`config.mk`:
```
export PLATFORM = sky130hd
export DESIGN_NAME = cpu_arith_logic_decode
export DESIGN_NICKNAME = d
export VERILOG_FILES = /design/src/core/arith_decode_pkg.sv /design/src/core/opcode_table.sv /design/src/core/cpu_arith_logic_decode.sv
export VERILOG_INCLUDE_DIRS = /design/src /design/src/core
export SDC_FILE = /design/constraint.sdc
export NUM_CORES = 1
export LEC_CHECK = 0
export BUFFER_PORTS_ARGS = -buffer_cell sky130_fd_sc_hd__buf_2
export CELL_PAD_IN_SITES_DETAIL_PLACEMENT = 1
export CELL_PAD_IN_SITES_GLOBAL_PLACEMENT = 2
export CORE_AREA = 2 2 105 107
export CTS_CLUSTER_SIZE = 40
export DETAILED_ROUTE_END_ITERATION = 16
export DIE_AREA = 0 0 107 109
export GPL_TIMING_DRIVEN = 0
export MAX_ROUTING_LAYER = met4
export PLACE_DENSITY_LB_ADDON = 0.1
export SYNTH_ARGS = -nofsm -noshare
export SYNTH_HDL_FRONTEND = slang
export SYNTH_HIERARCHICAL = 1
export SYNTH_SLANG_ARGS = --single-unit
export TNS_END_PERCENT = 20
```
`constraint.sdc`:
```
create_clock -name I_CLOCK -period 2.2 [get_ports I_CLOCK]
set_input_delay 0.22 -clock I_CLOCK [delete_from_list [all_inputs] [get_ports I_CLOCK]]
set_output_delay 0.22 -clock I_CLOCK [all_outputs]
set_load 0.05 [all_outputs]
```
`src/core/arith_decode_regs.svh`:
```
// constants of the arithmetic and logical instruction decoder
// assumes byte-wide opcodes and a single system clock
`ifndef ARITH_DECODE_REGS_SVH
`define ARITH_DECODE_REGS_SVH

// machine cycle in system clocks
`define MC_CLOCKS        2
// instruction lengths in bytes
`define LEN_ONE          2'h1
`define LEN_TWO          2'h2
`define LEN_THREE        2'h3
// execution times in machine cycles
`define CYC_ONE          3'h1
`define CYC_TWO          3'h2
`define CYC_FOUR         3'h4
// group selects in the high opcode nibble
`define GRP_INC          4'h0
`define GRP_DEC          4'h1
`define GRP_ADD          4'h2
`define GRP_ADD_CARRY    4'h3
`define GRP_OR           4'h4
`define GRP_AND          4'h5
`define GRP_XOR          4'h6
`define GRP_SUB_BORROW   4'h9
// addressing forms in the low opcode nibble
`define LO_ACC_TO_DIR    4'h2
`define LO_IMM_TO_DIR    4'h3
`define LO_IMMEDIATE     4'h4
`define LO_DIRECT        4'h5
`define LO_INDIRECT0     4'h6
`define LO_INDIRECT1     4'h7
// single opcodes
`define OP_ROT_LEFT      8'h23
`define OP_ROT_LEFT_C    8'h33
`define OP_ROT_RIGHT     8'h03
`define OP_ROT_RIGHT_C   8'h13
`define OP_INC_POINTER   8'hA3
`define OP_MULTIPLY      8'hA4
`define OP_DIVIDE        8'h84
`define OP_CLEAR_ACC     8'hE4
`define OP_INVERT_ACC    8'hF4
`define OP_NIBBLE_SWAP   8'hC4
`define OP_DEC_ADJUST    8'hD4

`endif

```
`src/core/arith_decode_pkg.sv`:
```
// types of the arithmetic and logical instruction decoder
// assumes the constants header is on the include path
`default_nettype none
package arith_decode_pkg;

  typedef enum logic [4:0] {
    op_unknown, op_add, add_with_carry_op, subtract_borrow_op, op_inc, op_dec,
    op_inc_pointer, op_multiply, op_divide, bitwise_and_op, bitwise_or_op,
    bitwise_xor_op, op_clear, complement_op, op_nibble_swap, decimal_adjust_op,
    op_rotate_left, rotate_left_carry_op, op_rotate_right, rotate_right_carry_op
  } alu_op_t;

  typedef enum logic [3:0] {
    form_none, form_acc, bank_register_operand, form_direct,
    indirect_register_operand, form_immediate, form_acc_to_direct,
    form_imm_to_direct, form_acc_b, data_pointer_16
  } form_t;

  typedef struct packed {
    alu_op_t    op;
    form_t      form;
    logic [1:0] len;
    logic [2:0] cycles;
    logic [2:0] reg_sel;
    logic       known;
  } info_t;

  typedef struct packed {
    info_t      info;
    logic [7:0] opcode;
    logic [7:0] operand1;
    logic [7:0] operand2;
  } decoded_t;

  typedef enum logic [1:0] {st_opcode, st_operand, st_execute} fsm_t;

endpackage
`default_nettype wire

```
`src/core/opcode_table.sv`:
```
// opcode to operation, form, length and timing lookup
// assumes a stable opcode byte; purely combinational
`include "arith_decode_regs.svh"
`default_nettype none
module opcode_table
  import arith_decode_pkg::*;
(
  input  wire logic [7:0] i_opcode,
  output info_t           o_info
);

  logic [3:0] hi;
  logic [3:0] lo;
  logic       logical;
  logic       step;

  assign hi = i_opcode[7:4];
  assign lo = i_opcode[3:0];
  assign logical = (hi == `GRP_AND) || (hi == `GRP_OR) || (hi == `GRP_XOR);
  assign step = (hi == `GRP_INC) || (hi == `GRP_DEC);

  always_comb begin
    o_info = '{op: op_unknown, form: form_none, len: `LEN_ONE, cycles: `CYC_ONE,
               reg_sel: i_opcode[2:0], known: 1'b0};
    // family from the high nibble
    unique case (hi)
      `GRP_ADD:        o_info.op = op_add;
      `GRP_ADD_CARRY:  o_info.op = add_with_carry_op;
      `GRP_SUB_BORROW: o_info.op = subtract_borrow_op;
      `GRP_AND:        o_info.op = bitwise_and_op;
      `GRP_OR:         o_info.op = bitwise_or_op;
      `GRP_XOR:        o_info.op = bitwise_xor_op;
      `GRP_INC:        o_info.op = op_inc;
      `GRP_DEC:        o_info.op = op_dec;
      default:         o_info.op = op_unknown;
    endcase
    // form from the low nibble
    if (o_info.op != op_unknown) begin
      if (lo[3]) begin
        o_info.form = bank_register_operand;
      end else if (lo == `LO_DIRECT) begin
        o_info.form = form_direct;
      end else if (lo == `LO_INDIRECT0 || lo == `LO_INDIRECT1) begin
        o_info.form = indirect_register_operand;
        o_info.reg_sel = {2'h0, i_opcode[0]};
      end else if (lo == `LO_IMMEDIATE) begin
        o_info.form = step ? form_acc : form_immediate;
      end else if (logical && lo == `LO_ACC_TO_DIR) begin
        o_info.form = form_acc_to_direct;
      end else if (logical && lo == `LO_IMM_TO_DIR) begin
        o_info.form = form_imm_to_direct;
      end else begin
        o_info.op = op_unknown;
      end
    end
    // single opcodes
    unique case (i_opcode)
      `OP_ROT_LEFT:    o_info.op = op_rotate_left;
      `OP_ROT_LEFT_C:  o_info.op = rotate_left_carry_op;
      `OP_ROT_RIGHT:   o_info.op = op_rotate_right;
      `OP_ROT_RIGHT_C: o_info.op = rotate_right_carry_op;
      `OP_INC_POINTER: o_info.op = op_inc_pointer;
      `OP_MULTIPLY:    o_info.op = op_multiply;
      `OP_DIVIDE:      o_info.op = op_divide;
      `OP_CLEAR_ACC:   o_info.op = op_clear;
      `OP_INVERT_ACC:  o_info.op = complement_op;
      `OP_NIBBLE_SWAP: o_info.op = op_nibble_swap;
      `OP_DEC_ADJUST:  o_info.op = decimal_adjust_op;
      default:         o_info.op = o_info.op;
    endcase
    unique case (o_info.op)
      op_rotate_left, rotate_left_carry_op, op_rotate_right, rotate_right_carry_op,
      op_clear, complement_op, op_nibble_swap, decimal_adjust_op:
        o_info.form = form_acc;
      op_multiply, op_divide:
        o_info.form = form_acc_b;
      op_inc_pointer:
        o_info.form = data_pointer_16;
      default:
        o_info.form = o_info.form;
    endcase
    o_info.known = (o_info.op != op_unknown);
    if (!o_info.known) begin
      o_info.form = form_none;
    end
    // length from form
    unique case (o_info.form)
      form_direct, form_immediate, form_acc_to_direct: o_info.len = `LEN_TWO;
      form_imm_to_direct:                              o_info.len = `LEN_THREE;
      default:                                         o_info.len = `LEN_ONE;
    endcase
    // timing in machine cycles
    if (o_info.form == form_imm_to_direct || o_info.op == op_inc_pointer) begin
      o_info.cycles = `CYC_TWO;
    end else if (o_info.op == op_multiply || o_info.op == op_divide) begin
      o_info.cycles = `CYC_FOUR;
    end else begin
      o_info.cycles = `CYC_ONE;
    end
  end

endmodule
`default_nettype wire

```
`src/core/cpu_arith_logic_decode.sv`:
```
// fetch, decode and machine-cycle timing of arithmetic and logical instructions
// assumes program memory presents bytes with a valid and takes ready as accept
`include "arith_decode_regs.svh"
`default_nettype none
module cpu_arith_logic_decode
  import arith_decode_pkg::*;
#(
  parameter int unsigned CLOCKS_PER_MC = `MC_CLOCKS
) (
  input  wire logic       I_CLOCK,
  input  wire logic       I_ARST_N,
  input  wire logic       I_CODE_VALID,
  input  wire logic [7:0] I_CODE_BYTE,
  output logic            O_CODE_READY,
  output logic            O_DECODED_VALID,
  output decoded_t        O_DECODED,
  output logic            O_BUSY
);

  // elaboration check: only a two-clock machine cycle is served
  if (CLOCKS_PER_MC != `MC_CLOCKS) begin : g_bad_mc
    $error("machine cycle must be two system clocks");
  end

  localparam logic [3:0] PHASE_LAST = 4'(CLOCKS_PER_MC - 1);

  typedef struct packed {
    fsm_t       state;
    logic [3:0] phase;
    logic [2:0] mc_count;
    logic [1:0] remaining;
    decoded_t   dec;
    logic       out_valid;
    logic       ready;
    logic       busy;
  } core_state_t;

  localparam core_state_t RESET_STATE = '{
    state: st_opcode, phase: 4'h0, mc_count: 3'h0, remaining: 2'h0,
    dec: '0, out_valid: 1'b0, ready: 1'b1, busy: 1'b0};

  core_state_t core_reg;
  core_state_t core_next;
  info_t       table_info;
  logic        take;

  opcode_table u_table (
    .i_opcode (I_CODE_BYTE),
    .o_info   (table_info)
  );

  assign take = I_CODE_VALID && core_reg.ready;

  always_comb begin
    core_next = core_reg;
    core_next.out_valid = 1'b0;
    unique case (core_reg.state)
      st_opcode: begin
        if (take) begin
          core_next.dec.opcode = I_CODE_BYTE;
          core_next.dec.info = table_info;
          core_next.dec.operand1 = 8'h00;
          core_next.dec.operand2 = 8'h00;
          core_next.remaining = table_info.len - 2'h1;
          core_next.phase = 4'h0;
          core_next.mc_count = 3'h0;
          if (table_info.len == `LEN_ONE) begin
            core_next.state = st_execute;
            core_next.ready = 1'b0;
          end else begin
            core_next.state = st_operand;
          end
        end
      end
      st_operand: begin
        if (take) begin
          // first byte after the opcode is operand1
          if (core_reg.remaining == core_reg.dec.info.len - 2'h1) begin
            core_next.dec.operand1 = I_CODE_BYTE;
          end else begin
            core_next.dec.operand2 = I_CODE_BYTE;
          end
          core_next.remaining = core_reg.remaining - 2'h1;
          if (core_reg.remaining == 2'h1) begin
            core_next.state = st_execute;
            core_next.ready = 1'b0;
          end
        end
      end
      st_execute: begin
        // machine-cycle divider runs only while executing
        if (core_reg.phase == PHASE_LAST) begin
          core_next.phase = 4'h0;
          if (core_reg.mc_count == core_reg.dec.info.cycles - 3'h1) begin
            core_next.out_valid = 1'b1;
            core_next.state = st_opcode;
            core_next.ready = 1'b1;
          end else begin
            core_next.mc_count = core_reg.mc_count + 3'h1;
          end
        end else begin
          core_next.phase = core_reg.phase + 4'h1;
        end
      end
    endcase
    core_next.busy = (core_next.state != st_opcode);
  end

  always_ff @(posedge I_CLOCK or negedge I_ARST_N) begin
    if (!I_ARST_N) begin
      core_reg <= RESET_STATE;
    end else begin
      core_reg <= core_next;
    end
  end

  assign O_CODE_READY = core_reg.ready;
  assign O_DECODED_VALID = core_reg.out_valid;
  assign O_DECODED = core_reg.dec;
  assign O_BUSY = core_reg.busy;

  // execute-length helper for the checks below
  logic [7:0] exec_clocks;
  always_ff @(posedge I_CLOCK or negedge I_ARST_N) begin
    if (!I_ARST_N) begin
      exec_clocks <= 8'h00;
    end else if (core_reg.state == st_execute) begin
      exec_clocks <= exec_clocks + 8'h01;
    end else begin
      exec_clocks <= 8'h00;
    end
  end

  logic [7:0] op_code;
  info_t      op_info;
  assign op_code = O_DECODED.opcode;
  assign op_info = O_DECODED.info;
endmodule
`default_nettype wire

```
==> results_dict.tcl <==
set metrics [dict create \
    clk_pin_slew_ns 0.11 \
    violations "negative hold slack, negative setup slack" \
    arrival_ns 3.25 \
    fin_area_um2 4640 \
    grt_start_max_net_pins 57 \
    endpoint_kind "register" \
    antennaDiodeCount 0 \
    slew_headroom 0.509 \
    synthArstFlopShare 1.00 \
    crit_path_max_fanout 5 \
    finalSetupViolations 11 \
    power_frac_comb 0.141 \
    fin_ws_ns -0.803 \
    pwr-share-clk 0.349 \
    ys_seq_area_frac 0.378 \
    final_antenna_net_count 0 \
    syn_nets 398 \
    reg2regPathDepth 6 \
    grt_antenna_before_repair 0 \
    dp_hpwl_mm 6.89 \
    power_mw 2.02 \
    fin_crit_ns 3.00 \
    timing.rr.start "O_DECODED[28]" \
    cp_num_buf_inv 4 \
    nets 473 \
    syn_area_um2 3710 \
    drt_pre_antenna_iters 4 \
    clock_sinks 56 \
    drv_cap 0 \
    dieArea_um2 11700 \
    max-vdd-ir-drop_mv 0.258 \
    dr.first_iter.drc_count 85 \
    rsz0062_at_grt "yes" \
    internal-power_mw 1.49 \
    critical-path-max-stage-delay_ns 0.48 \
    wl_met3_um 282 \
    finClkSkew_ns 0.00521 \
    power_density_nw_per_um2 435 \
    critPathRequiredTime_ns 2.45 \
    yosysUniqueCellTypes 76 \
    drt-total-wl_mm 9.35 \
    wl_per_cell_um 15.9 \
    power_switching_uw 528 \
    vias 2964 \
    core-area_um2 10600 \
    worstMarginPinSlew_ns 0.736 \
    status "finished, violations left" \
    synth_top_cells_by_count "55 x dfrtp_1, 45 x buf_4, 26 x inv_1, 26 x mux2_2, 23 x nand2_1" \
    period_share 1.36 \
    maxUsedRoutingLayer "met4" \
    clk_latency_ns 0.31 \
    power_leakage_nw 2.35 \
    sw_frac_of_total 0.262 \
    htree_num_levels 2 \
    place_congestion 0.828 \
    fin_hold_ws_ns -0.0507 \
    cpMostUsedCell "ha_4" \
    startpoint_type "input pin" \
    met1_length_mm 4.36 \
    die_height_um 109 \
    cp_cell_sequence "buf_12 -> clkinvlp_4 -> ha_4 -> or3_4 -> nand2_4 -> a32oi_2 -> a31o_2 -> buf_4 -> buf_6 -> and3_4 -> or4_1 -> o221a_4 -> ha_4 -> nand3_2 -> nand2_1 -> nand4_2 -> mux2_4" \
    synth_edf_count 0 \
    track_usage 0.170 \
    grt_pass1_vias 2894 \
    drc 0 \
    hold_viol 55 \
    fillCellCount 1202 \
    io_pins 56 \
    synth_area_per_cell_um2 9.96 \
    start_util 0.350 \
    max_freq_ghz 0.333 \
    io_buffers 55 \
    yosys_warnings 6 \
    chipWidth_um 107 \
    grt_overflow 0 \
    maxSlewViolCount 0 \
    synth_top_cell_area_share 0.371 \
    cpLargestDelayFamily "simple AND/OR/NAND/NOR gates" \
    crit_type "input pin to register" \
    hold_buffers 0 \
    holdCritPathClass "input pin to asynchronous set/reset pin" \
    cts_tree "done" \
    grt_pass1_wl_mm 15.1 \
    cp_num_cells 17 \
    final_layout_size_suffix_gt1_frac 0.450 \
    cts_buffers 5 \
    r2r_setup_slack_ns 0.08 \
    place_area_um2 4260 \
    largest_reg_flops 34 \
    cts_root_buf "clkbuf_8" \
    cts.path.max_buffers 2 \
    synth-seq-cells 56 \
    cpMaxStageDelayCell "or4_1" \
    yosysMostFrequentCell "dfrtp_1" \
    syn-instance-count 373 \
    seq_power_share 0.510 \
    yosys-top-cells-area "dfrtp_1 37%, buf_4 9.1%, mux2_2 7.9%" \
    area_growth_pct 24.9 \
    wl_met2_mm 4.64 \
    ys.flop_type "dfrtp_1" \
    startpoint "I_CODE_BYTE[4]" \
    fp-row-count 38 \
    yosysTopAreaCell "dfrtp_1" \
    vias_per_cell 5.03 \
]
[metrics by stage]
stage / setup WS (ns) / setup TNS [ns] / utilization / std cells
3_5_place_dp: -1.46 / -14.43 / 0.402 / 568
4_1_cts: -0.766 / -4.67 / 0.429 / 585
3_3_place_gp: -1.43 / -14.04 / 0.402 / 568
6_report: -0.803 / -5.07 / 0.437 / 589
2_1_floorplan: -0.845 / -5.40 / - / 373
5_1_grt: -0.898 / -6.37 / 0.437 / 589
[final timing paths]
| kind | end |
|---|---|
| setup reg to reg | O_CODE_READY |
| hold reg to reg | op_code[7] |
| setup / recovery | O_CODE_READY |
| max in group asynchronous | O_DECODED_VALID |
| min in group I_CLOCK | op_code[6] |
| hold / removal | O_DECODED[2] |
[repair_timing]
item                                    4_1_cts  5_1_grt
resized for setup                            28       14
pin swaps                                    17       15
endpoints found under the setup margin       22       15
setup buffers                                 9        4
[logic make-up (layout without fill, tap and decap cells)]
logic type / count (synthesis) / count (layout) / share of synthesized area
adders and majority gates: 14 / 14 / 0.0472
xor gates and xnor gates: 5 / 5 / 0.0158
buffers and inverters: 86 / 162 / 0.133
DFF: 56 / 56 / 0.378
AOI/OAI and AO/OA: 81 / 81 / 0.164
and+or+nand+nor: 90 / 90 / 0.140
muxes: 41 / 41 / 0.122
[routing by layer]
layer | track usage | vias to the layer above
li1 | - | 1426
met1 | 0.222 | 1487
met2 | 0.283 | 45
met3 | 0.0233 | 6
met4 | 0.0362 | 0
met5 | - | -
[layout make-up]
| cell class | instances | area [um^2] | area share |
|---|---|---|---|
| clock inverters | 3 | 42.5 | 0.00917 |
| inverters | 27 | 110 | 0.0237 |
| clock buffers | 5 | 68.8 | 0.0148 |
| well taps | 140 | 175 | 0.0378 |
| flip-flops and latches | 56 | 1400 | 0.302 |
| repair buffers | 68 | 423 | 0.0912 |
| plain buffers | 59 | 398 | 0.0858 |
| multi-input cells | 231 | 2020 | 0.435 |
[power groups by stage]
stage               clock, mW  combinational, mW  sequential [mW]
CTS                     0.728              0.268             1.03
global placement            0              0.226             1.05
global route            0.774              0.313             1.03
detailed placement          0              0.227             1.05
floorplan                   0              0.139             1.05
finish                  0.703              0.284             1.03
[placed cells by master (no fill, tap or decap), drive strengths merged, types with 4 or more instances in the layout]
cell and n:
mux2i 14, ha 14, o21ai 21, and3 5
inv 26, dfrtp 55, nor3 6, nand3 9
or2 5, a32oi 4, nand2 24, clkbuf 16
buf 116, and2 4, a21oi 8, xnor2 4
mux2 27, nor2 17, o221ai 8
No activity file was read; power rests on OpenSTA's default activity.
